[config.mk]
export PLATFORM = sky130hd
export DESIGN_NAME = hsr_top
export DESIGN_NICKNAME = d
export VERILOG_FILES = /design/src/include/hsr_pkg.sv /design/src/rtl/hsr_group.sv /design/src/rtl/hsr_top.sv
export SDC_FILE = /design/constraint.sdc
export NUM_CORES = 1
export LEC_CHECK = 0
export ABC_AREA = 1
export BUFFER_PORTS_ARGS = -buffer_cell sky130_fd_sc_hd__buf_2
export CELL_PAD_IN_SITES_DETAIL_PLACEMENT = 1
export CELL_PAD_IN_SITES_GLOBAL_PLACEMENT = 2
export CORE_ASPECT_RATIO = 1.25
export CORE_UTILIZATION = 38
export CTS_CLUSTER_SIZE = 12
export DETAILED_ROUTE_END_ITERATION = 6
export GPL_ROUTABILITY_DRIVEN = 1
export GPL_TIMING_DRIVEN = 0
export PLACE_DENSITY = 0.86
export SLEW_MARGIN = 20
export SYNTH_ARGS = -nofsm -noshare
export SYNTH_HDL_FRONTEND = slang
export SYNTH_SLANG_ARGS = --single-unit
[constraint.sdc]
create_clock -name i_sys_clk -period 21.8 [get_ports i_sys_clk]
set_clock_uncertainty 0.2 [all_clocks]
set_input_delay 1.09 -clock i_sys_clk [delete_from_list [all_inputs] [get_ports i_sys_clk]]
set_output_delay 1.09 -clock i_sys_clk [all_outputs]
set_load 0.05 [all_outputs]
[src/include/hsr_pkg.sv]
// Constants, offsets and field layouts shared by the hierarchical status reporting block.
package hsr_pkg;
  localparam int REG_W = 16;
  localparam int STAT_W = 15;
  localparam int BYTE_W = 8;
  localparam int NUM_GRP = 4;
  localparam int ADDR_W = 8;
  localparam int DATA_W = 32;
  localparam int IRQ_W = 2;

  localparam logic [ADDR_W-1:0] OFS_STB = 8'h00;
  localparam logic [ADDR_W-1:0] OFS_SPOLL = 8'h04;
  localparam logic [ADDR_W-1:0] OFS_SRE = 8'h08;
  localparam logic [ADDR_W-1:0] OFS_ESR = 8'h0c;
  localparam logic [ADDR_W-1:0] OFS_ESE = 8'h10;
  localparam logic [ADDR_W-1:0] OFS_CLS = 8'h14;
  localparam logic [ADDR_W-1:0] OFS_IRQ_STAT = 8'h18;
  localparam logic [ADDR_W-1:0] OFS_IRQ_MASK = 8'h1c;
  localparam int GRP_SEL_BIT = 7;
  localparam int GRP_IDX_LSB = 5;
  localparam logic [4:0] GOFS_COND = 5'h00;
  localparam logic [4:0] GOFS_PTR = 5'h04;
  localparam logic [4:0] GOFS_NTR = 5'h08;
  localparam logic [4:0] GOFS_EVT = 5'h0c;
  localparam logic [4:0] GOFS_EN = 5'h10;

  localparam int GRP_OPER = 0;
  localparam int GRP_QUES = 1;
  localparam int GRP_FREQ = 2;
  localparam int GRP_POW = 3;

  localparam int OPER_SETTLE_BIT = 1;
  localparam int QUES_POW_BIT = 3;
  localparam int QUES_FREQ_BIT = 5;
  localparam int STB_ERR_BIT = 2;
  localparam int STB_QUES_BIT = 3;
  localparam int STB_MAV_BIT = 4;
  localparam int STB_ESB_BIT = 5;
  localparam int STB_RQS_BIT = 6;
  localparam int STB_OPER_BIT = 7;
  localparam int IRQ_SRQ_BIT = 0;
  localparam int IRQ_SPOLL_BIT = 1;

  localparam logic [STAT_W-1:0] PTR_RST = 15'h7fff;
  localparam logic [STAT_W-1:0] NTR_RST = 15'h0000;
  localparam logic [STAT_W-1:0] EVT_RST = 15'h0000;
  localparam logic [STAT_W-1:0] EN_RST = 15'h0000;
  localparam logic [BYTE_W-1:0] SRE_RST = 8'h00;
  localparam logic [BYTE_W-1:0] ESE_RST = 8'h00;
  localparam logic [BYTE_W-1:0] ESR_RST = 8'h00;
  localparam logic [IRQ_W-1:0] IRQ_RST = 2'h0;

  localparam logic [1:0] RESP_OKAY = 2'h0;
  localparam logic [1:0] RESP_SLVERR = 2'h2;
endpackage : hsr_pkg

[src/rtl/hsr_group.sv]
// One status group: condition, transition filters, sticky event, enable and summary.
`timescale 1ns/10ps
module hsr_group (
  input wire logic i_sys_clk,
  input wire logic i_rst,
  input wire logic [hsr_pkg::STAT_W-1:0] i_cond,
  input wire logic i_wr_ptr,
  input wire logic i_wr_ntr,
  input wire logic i_wr_en,
  input wire logic [hsr_pkg::REG_W-1:0] i_wdata,
  input wire logic [hsr_pkg::REG_W-1:0] i_wmask,
  input wire logic i_rd_clr,
  input wire logic i_cls,
  output logic [hsr_pkg::STAT_W-1:0] o_cond,
  output logic [hsr_pkg::STAT_W-1:0] o_ptr,
  output logic [hsr_pkg::STAT_W-1:0] o_ntr,
  output logic [hsr_pkg::STAT_W-1:0] o_event,
  output logic [hsr_pkg::STAT_W-1:0] o_enable,
  output logic o_summary
);
  import hsr_pkg::*;

  logic [STAT_W-1:0] cond_nxt;
  logic [STAT_W-1:0] ptr_nxt;
  logic [STAT_W-1:0] ntr_nxt;
  logic [STAT_W-1:0] evt_nxt;
  logic [STAT_W-1:0] en_nxt;
  logic [STAT_W-1:0] wd;
  logic [STAT_W-1:0] wm;
  logic [STAT_W-1:0] hit;
  logic sum_nxt;

  always_comb begin
    wd = i_wdata[STAT_W-1:0];
    wm = i_wmask[STAT_W-1:0];
    cond_nxt = i_cond;
    ptr_nxt = o_ptr;
    ntr_nxt = o_ntr;
    en_nxt = o_enable;
    if (i_wr_ptr) begin
      ptr_nxt = (o_ptr & ~wm) | (wd & wm);
    end
    if (i_wr_ntr) begin
      ntr_nxt = (o_ntr & ~wm) | (wd & wm);
    end
    if (i_wr_en) begin
      en_nxt = (o_enable & ~wm) | (wd & wm);
    end
    hit = (i_cond & ~o_cond & o_ptr) | (~i_cond & o_cond & o_ntr);
    evt_nxt = o_event;
    if (i_rd_clr || i_cls) begin
      evt_nxt = '0;
    end
    evt_nxt = evt_nxt | hit;
    sum_nxt = |(evt_nxt & en_nxt);
  end

  always_ff @(posedge i_sys_clk or posedge i_rst) begin
    if (i_rst) begin
      o_cond <= '0;
      o_ptr <= PTR_RST;
      o_ntr <= NTR_RST;
      o_event <= EVT_RST;
      o_enable <= EN_RST;
      o_summary <= 1'b0;
    end else begin
      o_cond <= cond_nxt;
      o_ptr <= ptr_nxt;
      o_ntr <= ntr_nxt;
      o_event <= evt_nxt;
      o_enable <= en_nxt;
      o_summary <= sum_nxt;
    end
  end
endmodule : hsr_group

[src/rtl/hsr_top.sv]
// Status register hierarchy with status byte, service request and AXI4-Lite register slave.
//
// The AXI4-Lite slave port and the placing of the registers are this design's own decisions.
`timescale 1ns/10ps
// Operation
// - Lower group summaries drive higher register bits.
// - Status byte gathers operation and questionable summaries; frequency and power reach it through questionable.
// - Groups by function: operation, questionable, frequency, power.
// - Frequency questionable group has five registers.
// - Status words use binary weighted bits.
// - Bit fifteen always reads as zero.
// - Written weight sum enables exactly those bits.
// - Reads return the set bits as value.
// - Common and subsystem commands decoded separately.
// - Settling reported in operation condition register.
// - Service request notifies controller without polling.
// - Condition bits follow live condition.
// - Events stick until read or clear.
// - Filters default rising, configurable falling or both.
// - Serial poll clears request bit only.
module hsr_top (
  input wire logic i_sys_clk,
  input wire logic i_rst,
  input wire logic i_awvalid,
  output logic o_awready,
  input wire logic [hsr_pkg::ADDR_W-1:0] i_awaddr,
  input wire logic i_wvalid,
  output logic o_wready,
  input wire logic [hsr_pkg::DATA_W-1:0] i_wdata,
  input wire logic [3:0] i_wstrb,
  output logic o_bvalid,
  input wire logic i_bready,
  output logic [1:0] o_bresp,
  input wire logic i_arvalid,
  output logic o_arready,
  input wire logic [hsr_pkg::ADDR_W-1:0] i_araddr,
  output logic o_rvalid,
  input wire logic i_rready,
  output logic [hsr_pkg::DATA_W-1:0] o_rdata,
  output logic [1:0] o_rresp,
  input wire logic [hsr_pkg::STAT_W-1:0] i_oper_cond,
  input wire logic i_settling,
  input wire logic [hsr_pkg::STAT_W-1:0] i_ques_cond,
  input wire logic [hsr_pkg::STAT_W-1:0] i_freq_cond,
  input wire logic [hsr_pkg::STAT_W-1:0] i_pow_cond,
  input wire logic [hsr_pkg::BYTE_W-1:0] i_std_event,
  input wire logic i_err_avail,
  input wire logic i_msg_avail,
  output logic o_srq,
  output logic o_irq
);
  import hsr_pkg::*;

  logic aw_full_r, aw_full_nxt;
  logic w_full_r, w_full_nxt;
  logic [ADDR_W-1:0] aw_addr_r, aw_addr_nxt;
  logic [DATA_W-1:0] w_data_r, w_data_nxt;
  logic [3:0] w_strb_r, w_strb_nxt;
  logic awready_r, awready_nxt;
  logic wready_r, wready_nxt;
  logic bvalid_r, bvalid_nxt;
  logic [1:0] bresp_r, bresp_nxt;
  logic arready_r, arready_nxt;
  logic rvalid_r, rvalid_nxt;
  logic [DATA_W-1:0] rdata_r, rdata_nxt;
  logic [1:0] rresp_r, rresp_nxt;
  logic do_write;
  logic ar_take;

  logic [REG_W-1:0] wmask;
  logic [REG_W-1:0] wval;
  logic wr_ok, wr_sre, wr_ese, wr_cls, wr_imask, wr_istat;
  logic [NUM_GRP-1:0] wr_ptr, wr_ntr, wr_en;
  logic rd_ok, rd_spoll, rd_esr;
  logic [NUM_GRP-1:0] rd_clr;
  logic [REG_W-1:0] rd_val;
  logic [1:0] rgi;
  logic [1:0] wgi;

  logic [STAT_W-1:0] g_cond_in [NUM_GRP];
  logic [STAT_W-1:0] g_cond [NUM_GRP];
  logic [STAT_W-1:0] g_ptr [NUM_GRP];
  logic [STAT_W-1:0] g_ntr [NUM_GRP];
  logic [STAT_W-1:0] g_evt [NUM_GRP];
  logic [STAT_W-1:0] g_en [NUM_GRP];
  logic [NUM_GRP-1:0] g_sum;

  logic [BYTE_W-1:0] sre_r, sre_nxt;
  logic [BYTE_W-1:0] ese_r, ese_nxt;
  logic [BYTE_W-1:0] esr_r, esr_nxt;
  logic rqs_r, rqs_nxt;
  logic req_prev_r, req_prev_nxt;
  logic [IRQ_W-1:0] istat_r, istat_nxt;
  logic [IRQ_W-1:0] imask_r, imask_nxt;
  logic irq_r, irq_nxt;
  logic [BYTE_W-1:0] stb;
  logic req_now;
  logic req_rise;
  logic [IRQ_W-1:0] iset;

  // Bus handshake: address and data are held until both are present.
  assign do_write = aw_full_r && w_full_r && !bvalid_r;
  assign ar_take = i_arvalid && arready_r;

  always_comb begin
    aw_full_nxt = (aw_full_r || (i_awvalid && awready_r)) && !do_write;
    w_full_nxt = (w_full_r || (i_wvalid && wready_r)) && !do_write;
    aw_addr_nxt = (i_awvalid && awready_r) ? i_awaddr : aw_addr_r;
    w_data_nxt = (i_wvalid && wready_r) ? i_wdata : w_data_r;
    w_strb_nxt = (i_wvalid && wready_r) ? i_wstrb : w_strb_r;
    awready_nxt = !aw_full_nxt;
    wready_nxt = !w_full_nxt;
    bvalid_nxt = do_write || (bvalid_r && !i_bready);
    bresp_nxt = do_write ? (wr_ok ? RESP_OKAY : RESP_SLVERR) : bresp_r;
    rvalid_nxt = ar_take || (rvalid_r && !i_rready);
    arready_nxt = !rvalid_nxt;
    rdata_nxt = ar_take ? {{(DATA_W-REG_W){1'b0}}, rd_val} : rdata_r;
    rresp_nxt = ar_take ? (rd_ok ? RESP_OKAY : RESP_SLVERR) : rresp_r;
  end

  always_ff @(posedge i_sys_clk or posedge i_rst) begin
    if (i_rst) begin
      aw_full_r <= 1'b0;
      w_full_r <= 1'b0;
      aw_addr_r <= '0;
      w_data_r <= '0;
      w_strb_r <= '0;
      awready_r <= 1'b0;
      wready_r <= 1'b0;
      bvalid_r <= 1'b0;
      bresp_r <= RESP_OKAY;
      arready_r <= 1'b0;
      rvalid_r <= 1'b0;
      rdata_r <= '0;
      rresp_r <= RESP_OKAY;
    end else begin
      aw_full_r <= aw_full_nxt;
      w_full_r <= w_full_nxt;
      aw_addr_r <= aw_addr_nxt;
      w_data_r <= w_data_nxt;
      w_strb_r <= w_strb_nxt;
      awready_r <= awready_nxt;
      wready_r <= wready_nxt;
      bvalid_r <= bvalid_nxt;
      bresp_r <= bresp_nxt;
      arready_r <= arready_nxt;
      rvalid_r <= rvalid_nxt;
      rdata_r <= rdata_nxt;
      rresp_r <= rresp_nxt;
    end
  end

  // Write decode: common registers low, subsystem groups above the group select bit.
  always_comb begin
    wmask = {{BYTE_W{w_strb_r[1]}}, {BYTE_W{w_strb_r[0]}}};
    wval = w_data_r[REG_W-1:0];
    wgi = aw_addr_r[GRP_IDX_LSB+1:GRP_IDX_LSB];
    wr_ok = 1'b1;
    wr_sre = 1'b0;
    wr_ese = 1'b0;
    wr_cls = 1'b0;
    wr_imask = 1'b0;
    wr_istat = 1'b0;
    wr_ptr = '0;
    wr_ntr = '0;
    wr_en = '0;
    if (aw_addr_r[GRP_SEL_BIT]) begin
      if (aw_addr_r[4:0] == GOFS_PTR) begin
        wr_ptr[wgi] = do_write;
      end else if (aw_addr_r[4:0] == GOFS_NTR) begin
        wr_ntr[wgi] = do_write;
      end else if (aw_addr_r[4:0] == GOFS_EN) begin
        wr_en[wgi] = do_write;
      end else begin
        wr_ok = 1'b0;
      end
    end else if (aw_addr_r == OFS_SRE) begin
      wr_sre = do_write;
    end else if (aw_addr_r == OFS_ESE) begin
      wr_ese = do_write;
    end else if (aw_addr_r == OFS_CLS) begin
      wr_cls = do_write;
    end else if (aw_addr_r == OFS_IRQ_STAT) begin
      wr_istat = do_write;
    end else if (aw_addr_r == OFS_IRQ_MASK) begin
      wr_imask = do_write;
    end else begin
      wr_ok = 1'b0;
    end
  end

  // Read decode: values are the plain binary sum of set bits, bit fifteen zero.
  always_comb begin
    rgi = i_araddr[GRP_IDX_LSB+1:GRP_IDX_LSB];
    rd_val = '0;
    rd_ok = 1'b1;
    rd_spoll = 1'b0;
    rd_esr = 1'b0;
    rd_clr = '0;
    if (i_araddr[GRP_SEL_BIT]) begin
      if (i_araddr[4:0] == GOFS_COND) begin
        rd_val = {1'b0, g_cond[rgi]};
      end else if (i_araddr[4:0] == GOFS_PTR) begin
        rd_val = {1'b0, g_ptr[rgi]};
      end else if (i_araddr[4:0] == GOFS_NTR) begin
        rd_val = {1'b0, g_ntr[rgi]};
      end else if (i_araddr[4:0] == GOFS_EVT) begin
        rd_val = {1'b0, g_evt[rgi]};
        rd_clr[rgi] = ar_take;
      end else if (i_araddr[4:0] == GOFS_EN) begin
        rd_val = {1'b0, g_en[rgi]};
      end else begin
        rd_ok = 1'b0;
      end
    end else if (i_araddr == OFS_STB) begin
      rd_val = {8'h00, stb[7], req_now, stb[5:0]};
    end else if (i_araddr == OFS_SPOLL) begin
      rd_val = {8'h00, stb[7], rqs_r, stb[5:0]};
      rd_spoll = ar_take;
    end else if (i_araddr == OFS_SRE) begin
      rd_val = {8'h00, sre_r};
    end else if (i_araddr == OFS_ESR) begin
      rd_val = {8'h00, esr_r};
      rd_esr = ar_take;
    end else if (i_araddr == OFS_ESE) begin
      rd_val = {8'h00, ese_r};
    end else if (i_araddr == OFS_IRQ_STAT) begin
      rd_val = {{(REG_W-IRQ_W){1'b0}}, istat_r};
    end else if (i_araddr == OFS_IRQ_MASK) begin
      rd_val = {{(REG_W-IRQ_W){1'b0}}, imask_r};
    end else begin
      rd_ok = 1'b0;
    end
  end

  // Condition inputs of each group, with lower summaries folded into higher ones.
  always_comb begin
    g_cond_in[GRP_OPER] = i_oper_cond;
    g_cond_in[GRP_OPER][OPER_SETTLE_BIT] = i_settling;
    g_cond_in[GRP_QUES] = i_ques_cond;
    g_cond_in[GRP_QUES][QUES_POW_BIT] = g_sum[GRP_POW];
    g_cond_in[GRP_QUES][QUES_FREQ_BIT] = g_sum[GRP_FREQ];
    g_cond_in[GRP_FREQ] = i_freq_cond;
    g_cond_in[GRP_POW] = i_pow_cond;
  end

  // Each group holds condition, two filters, event and enable.
  genvar gi;
  generate
    for (gi = 0; gi < NUM_GRP; gi++) begin : g_grp
      hsr_group u_group (
        .i_sys_clk(i_sys_clk),
        .i_rst(i_rst),
        .i_cond(g_cond_in[gi]),
        .i_wr_ptr(wr_ptr[gi]),
        .i_wr_ntr(wr_ntr[gi]),
        .i_wr_en(wr_en[gi]),
        .i_wdata(wval),
        .i_wmask(wmask),
        .i_rd_clr(rd_clr[gi]),
        .i_cls(wr_cls),
        .o_cond(g_cond[gi]),
        .o_ptr(g_ptr[gi]),
        .o_ntr(g_ntr[gi]),
        .o_event(g_evt[gi]),
        .o_enable(g_en[gi]),
        .o_summary(g_sum[gi])
      );
    end
  endgenerate

  // Status byte and service request.
  always_comb begin
    stb = '0;
    stb[STB_ERR_BIT] = i_err_avail;
    stb[STB_QUES_BIT] = g_sum[GRP_QUES];
    stb[STB_MAV_BIT] = i_msg_avail;
    stb[STB_ESB_BIT] = |(esr_r & ese_r);
    stb[STB_OPER_BIT] = g_sum[GRP_OPER];
    req_now = |(stb & sre_r & ~(8'h01 << STB_RQS_BIT));
    req_rise = req_now && !req_prev_r;
    req_prev_nxt = req_now;
    rqs_nxt = (rqs_r && !rd_spoll) || req_rise;
    sre_nxt = wr_sre ? ((sre_r & ~wmask[BYTE_W-1:0]) | (wval[BYTE_W-1:0] & wmask[BYTE_W-1:0])) : sre_r;
    ese_nxt = wr_ese ? ((ese_r & ~wmask[BYTE_W-1:0]) | (wval[BYTE_W-1:0] & wmask[BYTE_W-1:0])) : ese_r;
    esr_nxt = ((rd_esr || wr_cls) ? ESR_RST : esr_r) | i_std_event;
    iset = '0;
    iset[IRQ_SRQ_BIT] = req_rise && !rqs_r;
    iset[IRQ_SPOLL_BIT] = rd_spoll;
    istat_nxt = (wr_istat ? (istat_r & ~wval[IRQ_W-1:0]) : istat_r) | iset;
    imask_nxt = wr_imask ? wval[IRQ_W-1:0] : imask_r;
    irq_nxt = |(istat_nxt & imask_nxt);
  end

  always_ff @(posedge i_sys_clk or posedge i_rst) begin
    if (i_rst) begin
      sre_r <= SRE_RST;
      ese_r <= ESE_RST;
      esr_r <= ESR_RST;
      rqs_r <= 1'b0;
      req_prev_r <= 1'b0;
      istat_r <= IRQ_RST;
      imask_r <= IRQ_RST;
      irq_r <= 1'b0;
    end else begin
      sre_r <= sre_nxt;
      ese_r <= ese_nxt;
      esr_r <= esr_nxt;
      rqs_r <= rqs_nxt;
      req_prev_r <= req_prev_nxt;
      istat_r <= istat_nxt;
      imask_r <= imask_nxt;
      irq_r <= irq_nxt;
    end
  end

  assign o_awready = awready_r;
  assign o_wready = wready_r;
  assign o_bvalid = bvalid_r;
  assign o_bresp = bresp_r;
  assign o_arready = arready_r;
  assign o_rvalid = rvalid_r;
  assign o_rdata = rdata_r;
  assign o_rresp = rresp_r;
  assign o_srq = rqs_r;
  assign o_irq = irq_r;
endmodule : hsr_top

==> results.sh, run 1 <==
export IMPL_grt_pass1_vias=19385
export IMPL_vdd_ir_drop_worst_v=0.00008735
export IMPL_path_clk_slew_ns=0.06
export IMPL_clock_latency_ns=0.60
export IMPL_p_leak_uw=0.01228
export IMPL_diodes=0
export IMPL_synth_distinct_cells=49
export IMPL_yosysWarnings=0
export IMPL_p_sw_uw=967.2
export IMPL_arrival_ns=3.79
export IMPL_hold_buffers=0
export IMPL_synth_simple_gate_area_frac=0.2443
export IMPL_worst_slack_ns=18.31
export IMPL_path_max_fanout=10
export IMPL_ys_flop_type="dfrtp_1"
export IMPL_p_int_uw=1534
export IMPL_slew_viol_final=0
export IMPL_seqPwrFrac=0.398
export IMPL_fp_dieH_um=253.9
export IMPL_synthAdderAreaFrac=0
export IMPL_cts_num_sinks=384
export IMPL_status="complete, no violations"
export IMPL_multi_input_area_um2=7530
export IMPL_clkPwrFrac=0.316
export IMPL_cts_tree="done"
export IMPL_vias_per_cell=5.450
export IMPL_grt_pass1_wl_um=126300
export IMPL_ys_seq_area_frac=0.5020
export IMPL_globalplace_congestion=0.9926
export IMPL_synth_xor_area_frac=0
export IMPL_synth_edf_count=0
export IMPL_drc=0
export IMPL_ys_seq_elements=384
export IMPL_rsz0062_at_grt="no"
export IMPL_final_setup_viol_count=0
export IMPL_portBuffers=129
export IMPL_critPathKind="input port to register"
export IMPL_slew_headroom=0.1774
export IMPL_root_buffer="clkbuf_16"
export IMPL_hpwlAfterDp_um=63870
export IMPL_ant_nets=0
export IMPL_final_common_cell="nand2_1"
export IMPL_fin_tns_setup_ns=0
export IMPL_cts_resized=0
export IMPL_final_cell_mix="748 x nand2_1, 400 x inv_1, 324 x dfrtp_1, 212 x o21ai_0, 172 x buf_2"
export IMPL_synth_avg_cell_area_um2=7.726
export IMPL_min_path_type="register to register"
export IMPL_post_cts_setup_buffers=0
export IMPL_worstSetupStartpointType="input port"
export IMPL_cts_made_buffers=45
export IMPL_layout_drive_gt1_share=0.1398
export IMPL_synth_compound_area_share=0.1319
export IMPL_muxShareOfSynthArea=0.01038
export IMPL_syn_to_final_growth_pct=16.40
export IMPL_preCtsSetupSlack_ns=17.83
export IMPL_io_pins=173
export IMPL_num_fill_cells=6176
export IMPL_vias=18438
export IMPL_synth_top_family_by_area="simple AND/OR/NAND/NOR gates"
export IMPL_finalCritPeriodShare=0.1599
export IMPL_grt_antenna_before_repair=2
export IMPL_clk_path_buf_depth=3
export IMPL_cp_required_ns=22.10
export IMPL_wl_per_cell_um=25.55
export IMPL_fmax_ghz=0.2869
export IMPL_routed_wl_um=86440
export IMPL_nNetsFinal=2825
export IMPL_syn_inst=2497
export IMPL_syn_cell_area_um2=19290
export IMPL_start_util=0.3877
export IMPL_first_iter_violations=1078
export IMPL_hold_violations=0
export IMPL_cts_htree_levels=2
export IMPL_core_area_um2=49760
export IMPL_combPwrFrac=0.287
export IMPL_overflow=0
export IMPL_p_per_area_nw_per_um2=111.4
export IMPL_regArea_um2=9684
export IMPL_end_kind="register"
export IMPL_switching_share=0.3866
export IMPL_synthArstFlopShare=1.000
export IMPL_grt_max_degree=98
export IMPL_track_usage=0.3412
export IMPL_drtPass1Iterations=5
export IMPL_cap_viol_max_count=0
export IMPL_dieWidth_um=203.5
export IMPL_post_route_min_period_ns=3.485
export IMPL_tightestPinTransition_ns=1.234
export IMPL_die_area_um2=51680
export IMPL_rows=91
export IMPL_total_power_uw=2502
critical path, stage by stage:
cell and delay, ns:
buf_2 0.10, nor2_2 0.23, nand2_1 0.12, inv_2 0.10, nand3_2 0.34, inv_1 0.65
buf_2 0.48, o21ai_0 0.15, nand4_1 0.20, nand2_1 0.11, a21oi_1 0.18
synth_stat cells (3+ instances only):
| cell type | count | area [um2] |
|---|---|---|
| buf_1 | 4 | 15.01 |
| inv_1 | 401 | 1505 |
| nor3b_1 | 11 | 82.58 |
| dfrtp_1 | 324 | 8108 |
| o221ai_1 | 3 | 26.28 |
| nor2_1 | 140 | 525.5 |
| dfstp_2 | 60 | 1577 |
| nand2_1 | 748 | 2808 |
| mux2i_1 | 20 | 200.2 |
| o21a_1 | 6 | 45.04 |
| nor2_4 | 4 | 45.04 |
| nor2_2 | 12 | 75.07 |
| o2111ai_1 | 27 | 236.5 |
| buf_2 | 43 | 215.2 |
| a21oi_1 | 67 | 335.3 |
| inv_2 | 12 | 45.04 |
| buf_4 | 24 | 180.2 |
| nand3_1 | 105 | 525.5 |
| o21bai_1 | 10 | 75.07 |
| o21ai_0 | 212 | 1061 |
| a2bb2oi_1 | 9 | 78.83 |
| nand3_2 | 7 | 70.07 |
| o21ai_1 | 27 | 135.1 |
| clkbuf_1 | 45 | 168.9 |
| nor3_1 | 24 | 120.1 |
| o22ai_1 | 36 | 225.2 |
| nand4_1 | 52 | 325.3 |
| a31oi_1 | 34 | 212.7 |
| nand2_2 | 3 | 18.77 |
| a22oi_1 | 5 | 37.54 |
cells by family (layout without fill, tap and decap cells):
logic type | count (synthesis) | after routing
DFF | 384 | 384
other | 1 | 19
muxes | 20 | 20
and+or+nand+nor | 1116 | 1116
buffers and inverters | 531 | 748
AOI/OAI and AO/OA | 445 | 445
metal layers:
layer	GRT usage	vias up	routed length, um
met5	0	-	0
met4	0.2299	0	6312
met3	0.05194	238	5306
met2	0.5783	683	41790
met1	0.3988	9207	33030
li1	-	8310	-
stage by stage:
step	utilization	cells	area, um2	hold WS [ns]
after floorplan	-	2515	19360	0.1748
after global placement	0.4184	3295	20820	0.1880
after detailed placement	0.4209	3299	20940	0.1916
after CTS	0.4513	3383	22450	0.2047
after global routing	0.4513	3383	22450	0.2239
final	0.4513	3383	22450	0.2028
power by group through the flow:
stage / clock, uW / sequential, uW / combinational [uW]
after floorplan: 0 / 994 / 425
after global routing: 821 / 1010 / 786
after CTS: 797 / 993 / 712
after detailed placement: 0 / 1000 / 706
after global placement: 0 / 999 / 683
final: 789 / 995 / 717
final timing paths:
| path | cells after the start | end | slack, ns | from |
|---|---|---|---|---|
| setup reg to reg | 9 | register | 18.72 | o_bvalid |
| min in group asynchronous | 2 | g_grp[2].u_group.o_cond[7] | 0.42 | i_rst |
| setup / recovery | 11 | o_rdata[2] | 18.31 | i_araddr[1] |
| max in group asynchronous | 5 | asynchronous set/reset pin | 19.32 | i_rst |
| hold reg to reg | 0 | g_grp[1].u_group.o_cond[5] | 0.20 | g_grp[2].u_group.o_summary |
| hold / removal | 0 | g_grp[1].u_group.o_cond[5] | 0.20 | g_grp[2].u_group.o_summary |
cell type report:
class                           instances  share of cell area
Clock inverter                         14            0.006742
Sequential cell                       384              0.4313
Tap cell                              651             0.03628
Clock buffer                           70             0.06068
Multi-Input combinational cell       1600              0.3353
Inverter                              414             0.06954
Buffer                                117             0.02647
Timing Repair Buffer                  133             0.03366
Note: power is estimated with default switching activity, not from simulation.
==> inputs of run 2 (changes only) <==
Settings changed: CORE_UTILIZATION 38 to 35, PLACE_DENSITY 0.86 to 0.8.
Clock period 21.8 ns to 3.58 ns, I/O delays scaled along.
==> run 2 against run 1 <==
  * Total power grew to 6.1 times the previous value
  * Cell count is 5.9% higher
  * Design area is 6.1% higher
  * Largest cell class unchanged
  * Highest routed layer is now met5
==> results.sh, run 2 (same netlist as run 1, synthesis figures left out) <==
export IMPL_io_pins=173
export IMPL_end_kind="register"
export IMPL_critPathTopFamily="simple AND/OR/NAND/NOR gates"
export IMPL_portBuffers=129
export IMPL_clk_path_buf_depth=3
export IMPL_tightestPinTransition_ns=1.241
export IMPL_start_util=0.3567
export IMPL_nNetsFinal=2949
export IMPL_critPathKind="register to register"
export IMPL_cp_num_cells=9
export IMPL_grt_pass1_wl_um=132400
export IMPL_globalplace_congestion=0.9566
export IMPL_final_setup_viol_count=0
export IMPL_cap_viol_max_count=0
export IMPL_vias=18937
export IMPL_layout_drive_gt1_share=0.1353
export IMPL_crit_buf_inv=3
export IMPL_whs_path_depth=5
export IMPL_place_area_um2=21240
export IMPL_fmax_ghz=0.3110
export IMPL_placedCellCount=3386
export IMPL_status="complete, no violations"
export IMPL_path_max_fanout=10
export IMPL_cpPeakStageDelay_ns=0.56
export IMPL_track_usage=0.3302
export IMPL_drc=0
export IMPL_r2r_cells=9
export IMPL_crit_chain="nor2_2 -> nand3_1 -> nor2_2 -> inv_2 -> nor2_1 -> nand2_1 -> clkbuf_1 -> o21ai_0 -> inv_1"
export IMPL_die_area_um2=56070
export IMPL_arrival_ns=3.49
export IMPL_grt_antenna_before_repair=1
export IMPL_clock_latency_ns=0.59
export IMPL_final_area_um2=23810
export IMPL_ant_nets=0
export IMPL_p_per_area_nw_per_um2=642.5
export IMPL_p_leak_uw=0.01278
export IMPL_vias_per_cell=5.288
export IMPL_wl_per_cell_um=25.43
export IMPL_rsz0062_at_grt="no"
export IMPL_cts_resized=0
export IMPL_rows=95
export IMPL_post_route_min_period_ns=3.216
export IMPL_utilization=0.4403
export IMPL_grt_pass1_vias=20083
export IMPL_hpwlAfterDp_um=66190
export IMPL_cts_made_buffers=44
export IMPL_grt_max_degree=35
export IMPL_total_power_uw=15300
export IMPL_slew_viol_final=0
export IMPL_root_buffer="clkbuf_16"
export IMPL_hold_violations=0
export IMPL_final_cell_mix="748 x nand2_1, 400 x inv_1, 324 x dfrtp_1, 212 x o21ai_0, 172 x buf_2"
export IMPL_critical_path_most_common_cell="nor2_2"
export IMPL_fp_dieH_um=264.5
export IMPL_first_iter_violations=1132
export IMPL_worstSetupStartpointType="register"
export IMPL_routed_wl_um=91050
export IMPL_final_common_cell="nand2_1"
export IMPL_reg2reg_slack_ns=0.36
export IMPL_slew_headroom=0.1728
export IMPL_cp_required_ns=3.85
export IMPL_finalCritPeriodShare=0.8982
export IMPL_drtPass1Iterations=5
export IMPL_cts_tree="done"
export IMPL_path_clk_slew_ns=0.06
export IMPL_overflow=0
export IMPL_cts_num_sinks=384
export IMPL_cts_htree_levels=2
export IMPL_syn_to_final_growth_pct=23.45
export IMPL_dieWidth_um=212.0
export IMPL_fin_cells=3581
export IMPL_vdd_ir_drop_worst_v=0.0003567
export IMPL_min_path_type="input port to register"
export IMPL_slowest_stage="clkbuf_1"
export IMPL_core_area_um2=54080
[run 2: cell types whose count changed in the layout (fill, tap and decap cells not counted), moves of 2 or more]
cell           previous run  this run
dlygate4sd3_1             0       114
buf_12                    0        11
clkbuf_8                 10         5
clkbuf_1                 55        58
clkbuf_16                47        45
clkinv_2                  9         7
[run 2: cell type report]
type,count,area (um2)
well taps,727,909.6
plain buffers,117,594.3
inverters,414,1558
flip-flops and latches,384,9684
clock inverters,14,180.2
clock buffers,66,1255
fillers,6598,30270
repair buffers,258,2101
multi-input cells,1600,7530
diodes,1,2.502
[run 2: path summary, 6_finish.rpt]
| check | to | start |
|---|---|---|
| setup / recovery | register | aw_addr_r[1] |
| setup reg to reg | register | aw_addr_r[1] |
| hold / removal | o_rdata[4] | i_arvalid |
| min in group asynchronous | o_rdata[3] | i_rst |
| hold reg to reg | g_grp[1].u_group.o_cond[5] | g_grp[2].u_group.o_summary |
| max in group asynchronous | asynchronous set/reset pin | i_rst |
[run 2: where the power goes]
part | internal (uW) | switching (uW)
combinational | 1280 | 3280
sequential | 5360 | 694
clock | 2710 | 1980
[run 2: worst min-delay path, delay by kind of cell]
kind          cells  cell delay, ns
simple gates      3            0.28
buf+inv           2            0.32
[run 2: repair_timing]
item,in CTS,in global routing
setup buffers,0,0
hold buffers,114,0
endpoints found under the hold margin,332,0
[run 2: routing by layer]
layer	vias to the layer above	routed length, um	track usage	share of wire
met5	-	11	0	0.00012
met4	2	6488	0.2086	0.071
met3	256	4454	0.04241	0.049
met2	602	44120	0.5627	0.48
met1	9503	35980	0.3914	0.40
li1	8574	-	-	-
[run 2: stage by stage]
step | hold slack, ns | setup WS, ns | setup TNS, ns
2_1_floorplan | 0.01043 | -1.912 | -650.11
6_report | 0.04976 | 0.3644 | 0
3_3_place_gp | 0.1038 | -4.577 | -1603.70
4_1_cts | 0.03536 | 0.3836 | 0
3_5_place_dp | -0.02782 | 0.4040 | 0
5_1_grt | 0.05606 | 0.2543 | 0
